[config.mk]
export PLATFORM = sky130hd
export DESIGN_NAME = serial_slave_top
export DESIGN_NICKNAME = d
export VERILOG_FILES = /design/src/logic/serial_pkg.sv /design/src/logic/serial_link_if.sv /design/src/logic/serial_slave_top.sv /design/src/logic/serial_shifter.sv
export SDC_FILE = /design/constraint.sdc
export NUM_CORES = 1
export LEC_CHECK = 0
export BUFFER_PORTS_ARGS = -buffer_cell sky130_fd_sc_hd__buf_2
export CORE_ASPECT_RATIO = 0.8
export CORE_MARGIN = 3
export CORE_UTILIZATION = 30
export DETAILED_ROUTE_END_ITERATION = 7
export PLACE_DENSITY = 0.62
export SYNTH_ARGS = -nofsm -noshare
export SYNTH_HDL_FRONTEND = slang
export SYNTH_SLANG_ARGS = --single-unit
[constraint.sdc]
create_clock -name I_CLK -period 2.1 [get_ports I_CLK]
set_clock_uncertainty 0.15 [all_clocks]
set_input_delay 0.42 -clock I_CLK [delete_from_list [all_inputs] [get_ports I_CLK]]
set_output_delay 0.42 -clock I_CLK [all_outputs]
set_load 0.02 [all_outputs]
[src/logic/serial_pkg.sv]
/*
 * constants shared by the synchronous slave serial unit:
 * register offsets, field positions, reset values, vector address.
 * assumes an 8-bit APB address and 32-bit APB data.
 */
package serial_pkg;
    // ==========================================================
    // widths
    localparam int          WORD_W     = 8;       // serial word width
    localparam int          ADDR_W     = 8;       // apb address width
    localparam int          CTRL_W     = 5;       // control field count
    localparam int          IEN_W      = 4;       // enable field count
    localparam int          FLG_W      = 4;       // flag field count
    localparam int          VEC_W      = 13;      // program address width
    // ==========================================================
    // register byte offsets
    localparam logic [7:0]  CTRL_OFS   = 8'h00;   // mode control
    localparam logic [7:0]  IEN_OFS    = 8'h04;   // irq enables
    localparam logic [7:0]  FLG_OFS    = 8'h08;   // flags, read only
    localparam logic [7:0]  TXD_OFS    = 8'h0c;   // tx_data_register
    localparam logic [7:0]  RXD_OFS    = 8'h10;   // rx_data_register
    // ==========================================================
    // control fields
    localparam int          CTRL_SYNC  = 0;       // synchronous mode
    localparam int          CTRL_MCLK  = 1;       // clock_source_master_select
    localparam int          CTRL_PORT  = 2;       // serial_port_enable
    localparam int          CTRL_CONT  = 3;       // continuous_rx_enable
    localparam int          CTRL_ONCE  = 4;       // single_rx_enable
    // enable fields
    localparam int          IEN_RX     = 0;       // rx_irq_enable
    localparam int          IEN_TX     = 1;       // tx_irq_enable
    localparam int          IEN_PERI   = 2;       // peripheral_irq_master_enable
    localparam int          IEN_GLOB   = 3;       // global_irq_enable
    // flag fields
    localparam int          FLG_RX     = 0;       // rx_complete_flag
    localparam int          FLG_TX     = 1;       // tx_buffer_empty_flag
    localparam int          FLG_OVR    = 2;       // overrun_error_flag
    localparam int          FLG_BUSY   = 3;       // tx shifter busy
    // ==========================================================
    // reset values and vector
    localparam logic [CTRL_W-1:0] CTRL_RST = 5'h00;
    localparam logic [IEN_W-1:0]  IEN_RST  = 4'h0;
    localparam logic              TXF_RST  = 1'b1;  // buffer empty
    localparam logic [VEC_W-1:0]  ISR_VEC  = 13'h0004;
endpackage

[src/logic/serial_link_if.sv]
/*
 * bundle between the register side and the shift engine.
 * assumes both ends run on the same system clock.
 */
`timescale 1ns/10ps
interface serial_link_if #(parameter int W = 8);
    logic         en;        // slave mode active
    logic         tx_mode;   // transmit direction
    logic         sck_rise;  // external clock rising, one cycle
    logic         sck_fall;  // external clock falling, one cycle
    logic         din;       // synchronised data pin
    logic         tx_load;   // move buffer word into shifter
    logic [W-1:0] tx_word;   // word to load
    logic         tx_busy;   // shifter holds a word
    logic         tx_done;   // last bit clocked out, pulse
    logic         rx_done;   // word complete, pulse
    logic [W-1:0] rx_word;   // received word
    logic         dout;      // data pin drive value
    // ==========================================================
    modport regs (output en, tx_mode, sck_rise, sck_fall, din, tx_load, tx_word,
                  input  tx_busy, tx_done, rx_done, rx_word, dout);
    modport shifter (input  en, tx_mode, sck_rise, sck_fall, din, tx_load, tx_word,
                     output tx_busy, tx_done, rx_done, rx_word, dout);
endinterface

[src/logic/serial_slave_top.sv]
/*
 * synchronous slave serial unit with apb registers and sleep wake-up.
 * assumes the external master drives the clock pin; the core reports
 * sleep on i_sleep in this clock domain.
 */
// Design decisions made here: the APB register port and the placing of the registers.
// What this block does
// - shifting only runs in synchronous slave mode
// - shift registers step on external clock only
// - reading rx data clears rx complete flag
// - pins accepted at once when sleeping
// - full received word sets rx complete flag
// - wake and optional call to vector 004h set in the same cycle
// - tx data write clears buffer empty flag
// - tx wake needs tx and peripheral enables
// - tx bits shifted out with external clocks
// - buffer moves to shifter, then flag sets
// - emptied buffer takes a new character
// - sync set, clock source clear, enable set: slave
// - receive with continuous or single enable set, else transmit
// - overrun cleared by dropping continuous or port enable
`timescale 1ns/10ps
module serial_slave_top
    import serial_pkg::*;
#(
    parameter int W = WORD_W                      // serial word width
) (
    input  wire logic              I_CLK,         // system clock, 250 MHz
    input  wire logic              I_RST_N,       // async reset, active low
    input  wire logic              I_PSEL,        // apb select
    input  wire logic              I_PENABLE,     // apb access phase
    input  wire logic              I_PWRITE,      // apb direction
    input  wire logic [ADDR_W-1:0] I_PADDR,       // apb byte address
    input  wire logic [31:0]       I_PWDATA,      // apb write data
    output logic [31:0]            O_PRDATA,      // apb read data
    output logic                   O_PREADY,      // apb ready
    output logic                   O_PSLVERR,     // apb error, unmapped
    input  wire logic              I_SLEEP,       // core is asleep
    input  wire logic              I_SCK,         // serial_clock_pin in
    input  wire logic              I_SDA,         // serial_data_pin in
    output logic                   O_SDA,         // serial_data_pin out
    output logic                   O_SDA_OE,      // serial_data_pin drive
    output logic                   O_WAKE,        // wake request
    output logic                   O_ISR_CALL,    // call handler
    output logic [VEC_W-1:0]       O_ISR_VECTOR   // handler address
);
    if (W > 32) begin : g_bad_width
        $error("serial_slave_top needs W of 32 or less");
    end

    // ==========================================================
    // decode helper
    function automatic logic hit(input logic [ADDR_W-1:0] a,
                                 input logic [ADDR_W-1:0] ofs);
        return a == ofs;
    endfunction

    serial_link_if #(.W(W)) lk ();                // link to shifter

    logic [1:0]        sck_sync_q;   // clock pin synchroniser
    logic [1:0]        sda_sync_q;   // data pin synchroniser
    logic              sck_prev_q;   // last synced clock
    logic [CTRL_W-1:0] ctrl_q;       // mode control
    logic [IEN_W-1:0]  ien_q;        // irq enables
    logic              rx_flag_q;    // rx_complete_flag
    logic              tx_flag_q;    // tx_buffer_empty_flag
    logic              ovr_q;        // overrun_error_flag
    logic [W-1:0]      rx_data_q;    // rx_data_register
    logic [W-1:0]      tx_buf_q;     // tx_data_register
    logic              buf_full_q;   // buffer holds a word
    logic [31:0]       prdata_q;     // read data
    logic              pready_q;     // ready
    logic              pslverr_q;    // error
    logic              wake_q;       // wake request
    logic              call_q;       // handler call
    logic              oe_q;         // pin drive enable

    // ==========================================================
    // bus decode
    wire        access   = I_PSEL & I_PENABLE;
    wire        take     = access & ~pready_q;    // cycle before answer
    wire        exec     = access & pready_q;     // transfer completes
    wire        wr_exec  = exec & I_PWRITE;
    wire        rd_exec  = exec & ~I_PWRITE;
    wire        sel_ctrl = hit(I_PADDR, CTRL_OFS);
    wire        sel_ien  = hit(I_PADDR, IEN_OFS);
    wire        sel_flg  = hit(I_PADDR, FLG_OFS);
    wire        sel_txd  = hit(I_PADDR, TXD_OFS);
    wire        sel_rxd  = hit(I_PADDR, RXD_OFS);
    wire        mapped   = sel_ctrl | sel_ien | sel_flg | sel_txd | sel_rxd;
    wire        tx_wr    = wr_exec & sel_txd;
    wire        rx_rd    = rd_exec & sel_rxd;

    // ==========================================================
    // mode decode
    wire        port_en    = ctrl_q[CTRL_PORT];
    wire        cont_rx    = ctrl_q[CTRL_CONT];
    wire        slave_mode = ctrl_q[CTRL_SYNC] & ~ctrl_q[CTRL_MCLK] & port_en;
    wire        rx_mode    = cont_rx | ctrl_q[CTRL_ONCE];
    wire        tx_mode    = ~rx_mode;

    // ==========================================================
    // data flow decode
    wire        xfer    = buf_full_q & ~lk.tx_busy & ~tx_wr
                          & slave_mode & tx_mode;
    wire        rx_new  = lk.rx_done;
    wire        rx_take = rx_new & (~rx_flag_q | rx_rd);
    wire        ovr_evt = rx_new & rx_flag_q & ~rx_rd;
    wire        rx_req  = rx_flag_q & ien_q[IEN_RX] & ien_q[IEN_PERI];
    wire        tx_req  = tx_flag_q & ien_q[IEN_TX] & ien_q[IEN_PERI];
    wire        irq_req = rx_req | tx_req;

    wire [FLG_W-1:0] flg_vec;
    assign flg_vec[FLG_RX]   = rx_flag_q;
    assign flg_vec[FLG_TX]   = tx_flag_q;
    assign flg_vec[FLG_OVR]  = ovr_q;
    assign flg_vec[FLG_BUSY] = lk.tx_busy;

    wire [31:0] rd_word = sel_ctrl ? 32'(ctrl_q)    :
                          sel_ien  ? 32'(ien_q)     :
                          sel_flg  ? 32'(flg_vec)   :
                          sel_rxd  ? 32'(rx_data_q) : 32'h0000_0000;

    // ==========================================================
    // pin synchronisers and clock edge finder
    always_ff @(posedge I_CLK or negedge I_RST_N) begin
        if (!I_RST_N) begin
            sck_sync_q <= 2'h0;
            sda_sync_q <= 2'h0;
            sck_prev_q <= 1'b0;
        end else begin
            sck_sync_q <= {sck_sync_q[0], I_SCK};
            sda_sync_q <= {sda_sync_q[0], I_SDA};
            sck_prev_q <= sck_sync_q[1];
        end
    end

    // link drive: edges stand whether asleep or not
    assign lk.en       = slave_mode;
    assign lk.tx_mode  = tx_mode;
    assign lk.sck_rise = sck_sync_q[1] & ~sck_prev_q;
    assign lk.sck_fall = ~sck_sync_q[1] & sck_prev_q;
    assign lk.din      = sda_sync_q[1];
    assign lk.tx_load  = xfer;
    assign lk.tx_word  = tx_buf_q;

    serial_shifter #(.W(W)) u_shifter (
        .i_clk   (I_CLK),
        .i_rst_n (I_RST_N),
        .lk      (lk.shifter)
    );

    // ==========================================================
    // apb answer, one wait state
    always_ff @(posedge I_CLK or negedge I_RST_N) begin
        if (!I_RST_N) begin
            pready_q  <= 1'b0;
            prdata_q  <= 32'h0000_0000;
            pslverr_q <= 1'b0;
        end else begin
            pready_q  <= take;
            pslverr_q <= take & ~mapped;
            prdata_q  <= (take & ~I_PWRITE) ? rd_word : 32'h0000_0000;
        end
    end

    // control and enable registers
    always_ff @(posedge I_CLK or negedge I_RST_N) begin
        if (!I_RST_N) begin
            ctrl_q <= CTRL_RST;
            ien_q  <= IEN_RST;
        end else if (wr_exec) begin
            if (sel_ctrl) ctrl_q <= I_PWDATA[CTRL_W-1:0];
            if (sel_ien)  ien_q  <= I_PWDATA[IEN_W-1:0];
        end
    end

    // ==========================================================
    // receive side: flag set wins over read clear
    always_ff @(posedge I_CLK or negedge I_RST_N) begin
        if (!I_RST_N) begin
            rx_flag_q <= 1'b0;
            rx_data_q <= '0;
            ovr_q     <= 1'b0;
        end else if (!port_en) begin
            rx_flag_q <= 1'b0;
            ovr_q     <= 1'b0;
        end else begin
            rx_flag_q <= rx_take | (rx_flag_q & ~rx_rd);
            ovr_q     <= ovr_evt | (ovr_q & cont_rx);
            if (rx_take) rx_data_q <= lk.rx_word;
        end
    end

    // ==========================================================
    // transmit side: buffer then shifter
    always_ff @(posedge I_CLK or negedge I_RST_N) begin
        if (!I_RST_N) begin
            tx_flag_q  <= TXF_RST;
            buf_full_q <= 1'b0;
            tx_buf_q   <= '0;
        end else if (!port_en) begin
            tx_flag_q  <= TXF_RST;
            buf_full_q <= 1'b0;
        end else begin
            tx_flag_q  <= xfer | (tx_flag_q & ~tx_wr);
            buf_full_q <= tx_wr | (buf_full_q & ~xfer);
            if (tx_wr) tx_buf_q <= I_PWDATA[W-1:0];
        end
    end

    // ==========================================================
    // wake, handler call and pin drive
    always_ff @(posedge I_CLK or negedge I_RST_N) begin
        if (!I_RST_N) begin
            wake_q <= 1'b0;
            call_q <= 1'b0;
            oe_q   <= 1'b0;
        end else begin
            wake_q <= I_SLEEP & irq_req;
            call_q <= irq_req & ien_q[IEN_GLOB];
            oe_q   <= slave_mode & tx_mode;
        end
    end

    assign O_PRDATA     = prdata_q;
    assign O_PREADY     = pready_q;
    assign O_PSLVERR    = pslverr_q;
    assign O_SDA        = lk.dout;
    assign O_SDA_OE     = oe_q;
    assign O_WAKE       = wake_q;
    assign O_ISR_CALL   = call_q;
    assign O_ISR_VECTOR = ISR_VEC;
endmodule

[src/logic/serial_shifter.sv]
/*
 * shift engine: rx and tx shift registers stepped by external clock edges.
 * assumes edge pulses and data come in already synchronised, lsb first.
 */
`timescale 1ns/10ps
module serial_shifter
    import serial_pkg::*;
#(
    parameter int W = WORD_W                // word width
) (
    input  wire logic       i_clk,          // system clock
    input  wire logic       i_rst_n,        // async reset, active low
    serial_link_if.shifter  lk              // link to register side
);
    localparam int          CW   = $clog2(W);
    localparam logic [CW-1:0] LAST = CW'(W - 1);

    if (W < 2) begin : g_bad_width
        $error("serial_shifter needs W of 2 or more");
    end

    logic [W-1:0]  rx_sr_q;   // rx_shift_register
    logic [W-1:0]  tx_sr_q;   // tx_shift_register
    logic [CW-1:0] rcnt_q;    // rx bit count
    logic [CW-1:0] tcnt_q;    // tx bit count
    logic          busy_q;    // tx word in flight
    logic          dout_q;    // data pin value
    logic          rxd_q;     // rx done pulse
    logic          txd_q;     // tx done pulse
    wire           rx_on   = lk.en & ~lk.tx_mode;
    wire           tx_on   = lk.en & lk.tx_mode;
    wire           rx_last = rx_on & lk.sck_rise & (rcnt_q == LAST);
    wire           tx_last = tx_on & busy_q & lk.sck_fall & (tcnt_q == LAST);

    // ==========================================================
    // receive: sample on rising edges only
    always_ff @(posedge i_clk or negedge i_rst_n) begin
        if (!i_rst_n) begin
            rx_sr_q <= '0;
            rcnt_q  <= '0;
        end else if (!rx_on) begin
            rcnt_q <= '0;
        end else if (lk.sck_rise) begin
            rx_sr_q <= {lk.din, rx_sr_q[W-1:1]};
            rcnt_q <= (rcnt_q == LAST) ? '0 : rcnt_q + 1'b1;
        end
    end

    // ==========================================================
    // transmit: next bit put out on falling edges
    always_ff @(posedge i_clk or negedge i_rst_n) begin
        if (!i_rst_n) begin
            tx_sr_q <= '0;
            tcnt_q  <= '0;
            busy_q  <= 1'b0;
            dout_q  <= 1'b0;
        end else if (!tx_on) begin
            busy_q <= 1'b0;
            tcnt_q <= '0;
        end else if (lk.tx_load && !busy_q) begin
            tx_sr_q <= lk.tx_word;
            busy_q <= 1'b1;
            tcnt_q <= '0;
            dout_q <= lk.tx_word[0];
        end else if (busy_q && lk.sck_fall) begin
            if (tcnt_q == LAST) begin
                busy_q <= 1'b0;
            end else begin
                tx_sr_q <= tx_sr_q >> 1;
                dout_q  <= tx_sr_q[1];
                tcnt_q <= tcnt_q + 1'b1;
            end
        end
    end

    // done pulses, one cycle each
    always_ff @(posedge i_clk or negedge i_rst_n) begin
        if (!i_rst_n) begin
            rxd_q <= 1'b0;
            txd_q <= 1'b0;
        end else begin
            rxd_q <= rx_last;
            txd_q <= tx_last;
        end
    end

    assign lk.rx_word = rx_sr_q;
    assign lk.rx_done = rxd_q;
    assign lk.tx_done = txd_q;
    assign lk.tx_busy = busy_q;
    assign lk.dout    = dout_q;
endmodule

==> flow_summary.ini <==
[synth]
ys_seq_area_share_pct = 52.6
synthSimpleGateAreaFrac_pct = 13.2
syn-cell-area_mm2 = 0.00338
synth_top_family_by_area = simple AND/OR/NAND/NOR gates
synth-edff-count = 0
synthFlopType = dfrtp_1
synthAdderAreaFrac_pct = 1.48
avgSynthCellArea_um2 = 11.6
synth_cells = 290
synth-compound-area-share_pct = 9.59
synth_xor_area_share_pct = 0.259
async_reset_ff_share_pct = 100
synthMuxAreaShare_pct = 12.6
ys_types = 46
ys_seq_elements = 71
synth_warnings = 0

[pwr]
power_density_mw_per_mm2 = 770
power_mw = 3.15
cell_internal_pwr_mw = 2.48
netSwitchingPower_uw = 669
irDropWorstVdd_mv = 0.400
power.leakage_nw = 2.03
power_switching_share_pct = 21.2
power_frac_seq_pct = 43.9
combPwrFrac_pct = 5.6
pwr-share-clk_pct = 50.5

[sta]
setup_viol = 0
max_freq_mhz = 512
setup_ws_ns = 0.147
finalHoldViolations = 0
period_minus_slack_ns = 1.95
drv_slew = 0
rsz0062_at_grt = false
setup-tns-final_ns = 0
fin_crit_sh_pct = 93.0

[cts]
numCtsBuffers = 9
cts_tree = yes
htreeDepth = 3
clkLatencyLatePin_ns = 0.33
clockRootBuffer = clkbuf_16
cts.clk_slew.worst_paths_ns = 0.05
cts_buffer_depth = 2
clock_sinks = 71

[finish]
drive_gt1_share_pct = 34.2
nNetsFinal = 402
area_growth_pct = 21.1
final_cell_area_mm2 = 0.00409
num-fill-cells = 1045
num_antenna_cells = 0

[die]
ioPinCount = 99
dieArea_mm2 = 0.0126
core_area_mm2 = 0.0106
rows = 33
die_w_um = 125
die_h_um = 101
start_util_pct = 31.8

[critical_path]
critical-path-top-delay-family = simple AND/OR/NAND/NOR gates
critical_path_class = in -> reg
cp.arrival_ns = 2.01
worstPathCellList = buf_2 > or4_4 > o41ai_4 > nand3_4 > mux2_2
start_kind = input port
slowest_delay_ns = 0.55
endpoint_kind = flip-flop
cp_slowest_cell = or4_4
critPathBufInv = 1
crit_required_ns = 2.16
cp_max_fo = 8

[worst_hold_path]
hold_path.class = in -> reg

[detailed_routing]
avgViaCountPerCell = 4.67
drc = 0
routed_wl_um = 7080
first_iter_violations = 94
drt_pass1_iterations = 4
vias = 2308
postRouteAntennaNets = 0
wl_per_cell_um = 14.3

[run_status]
outcome = finished clean

[place]
routabilityCongestion = 0.857
pre_cts_slack_ns = -0.193
io_buffers = 37
hpwl_um = 5270
place_area_mm2 = 0.00377

[grt]
grt_max_degree = 72
gr-total-overflow = 0
antenna_found_initial = 0
grt_pass1_wl_um = 11300
grtUsageTotal_pct = 11.5
grt_pass1_vias = 2211

[flow_run]
cap_violations = 0
==> power by group through the flow <==
stage          Clock, mW  Sequential [mW]  Combinational (mW)
2_1_floorplan          0             1.41               0.143
3_3_place_gp           0             1.41               0.175
3_5_place_dp           0             1.41               0.177
4_1_cts             1.63             1.38               0.178
5_1_grt             1.69             1.38               0.195
6_report            1.59             1.38               0.178
==> per-layer routing <==
layer / vias to the layer above / GRT usage [%] / routed length (um)
met2: 68 / 17.3 / 3230
li1: 1084 / - / -
met5: - / 0 / 0
met4: 0 / 3.03 / 49
met1: 1151 / 15.7 / 3490
met3: 5 / 4.13 / 307
==> per-stage QoR <==
step / utilization, % / cells / hold slack [ns]
floorplan: - / 325 / -0.0256
global placement: 35.5 / 478 / 0.187
detailed placement: 35.5 / 478 / 0.188
CTS: 38.6 / 494 / 0.0410
global route: 38.6 / 494 / 0.0360
finish: 38.6 / 494 / 0.0491
==> synth_stat cells (2+ instances only) <==
cell	count	share of area, %
buf_2	2	0.30
a22oi_1	2	0.44
nand2_1	6	0.67
and3_1	7	1.3
o21ai_0	12	1.8
dfrtp_1	70	52
nand2b_1	6	1.1
nor3_1	4	0.59
and2_1	3	0.56
nor2_1	16	1.8
mux2_2	35	12
a21oi_1	4	0.59
a31oi_1	8	1.5
o41ai_1	2	0.52
nand3_1	12	1.8
conb_1	2	0.22
o22ai_1	4	0.74
and4_1	2	0.52
ha_1	4	1.5
nor4_1	2	0.37
nor3_4	2	0.96
nor2b_1	4	0.74
buf_4	37	8.2
inv_1	5	0.56
a211oi_1	9	2.0
mux2i_1	3	0.89
clkbuf_1	8	0.89
==> sequential cells by signal, summed over array words and instances, names as in the netlist, 2 cells and up <==
register              flops
O_PRDATA                  8
lk.tx_word                8
rx_data_q                 8
u_shifter.lk.rx_word      8
u_shifter.tx_sr_q         8
ctrl_q                    5
ien_q                     4
u_shifter.rcnt_q          3
u_shifter.tcnt_q          3
sck_sync_q                2
sda_sync_q                2
==> kinds of logic after synthesis <==
| family | count (synthesis) |
|---|---|
| compound gates | 47 |
| xor+xnor | 1 |
| fa+ha+maj | 4 |
| buf+inv | 53 |
| flops | 71 |
| mux | 38 |
| other cells | 2 |
| simple gates | 74 |
==> layout make-up <==
class | count | area [um^2] | area share [%]
Clock inverter | 4 | 70.1 | 1.71
Clock buffer | 11 | 243 | 5.93
Inverter | 5 | 18.8 | 0.459
Timing Repair Buffer | 62 | 400 | 9.78
Sequential cell | 71 | 1780 | 43.4
Multi-Input combinational cell | 201 | 1410 | 34.4
Tap cell | 140 | 175 | 4.28
==> placed cells by master, fill, tap and decap left out, types with 2 or more instances in the layout <==
cell type  synthesis  layout
mux2i_1            3       3
nand2_1            6       6
nor4_1             2       2
a211oi_1           9       9
conb_1             2      37
and3_1             7       7
nand3_1           12      12
and2_1             3       3
nor3_1             4       4
and4_1             2       2
nor2_1            16      16
inv_1              5       5
a31oi_1            8       8
ha_1               4       4
o22ai_1            4       4
bufinv_16          0       2
o21ai_0           12      12
buf_12             0       2
a21oi_1            4       4
o41ai_1            2       2
dfrtp_1           70      70
clkbuf_16          0       9
a22oi_1            2       2
clkinv_2           0       2
buf_2              2      37
nor3_4             2       2
buf_4             37      22
nor2b_1            4       4
nand2b_1           6       6
mux2_2            35      35
==> worst paths after layout <==
| check | from | to | slack [ns] | cells past startpoint |
|---|---|---|---|---|
| max in group asynchronous | I_RST_N | tx_flag_q | 0.97 | 3 |
| max reg2reg | u_shifter.tcnt_q[0] | u_shifter.tx_sr_q[0] | 0.16 | 7 |
| min in group asynchronous | I_RST_N | sda_sync_q[0] | 0.50 | 3 |
| min | I_SDA | sda_sync_q[0] | 0.05 | 1 |
| max | I_PADDR[1] | rx_data_q[5] | 0.15 | 5 |
| min reg2reg | sda_sync_q[0] | sda_sync_q[1] | 0.20 | 0 |
==> what timing repair did <==
action | CTS | global route
hold buffers | 1 | 0
endpoints found under the setup margin | 0 | 8
endpoints found under the hold margin | 70 | 0
buffers inserted | 0 | 0
gates resized for setup | 0 | 1
Power figures use the tool's default switching activity.
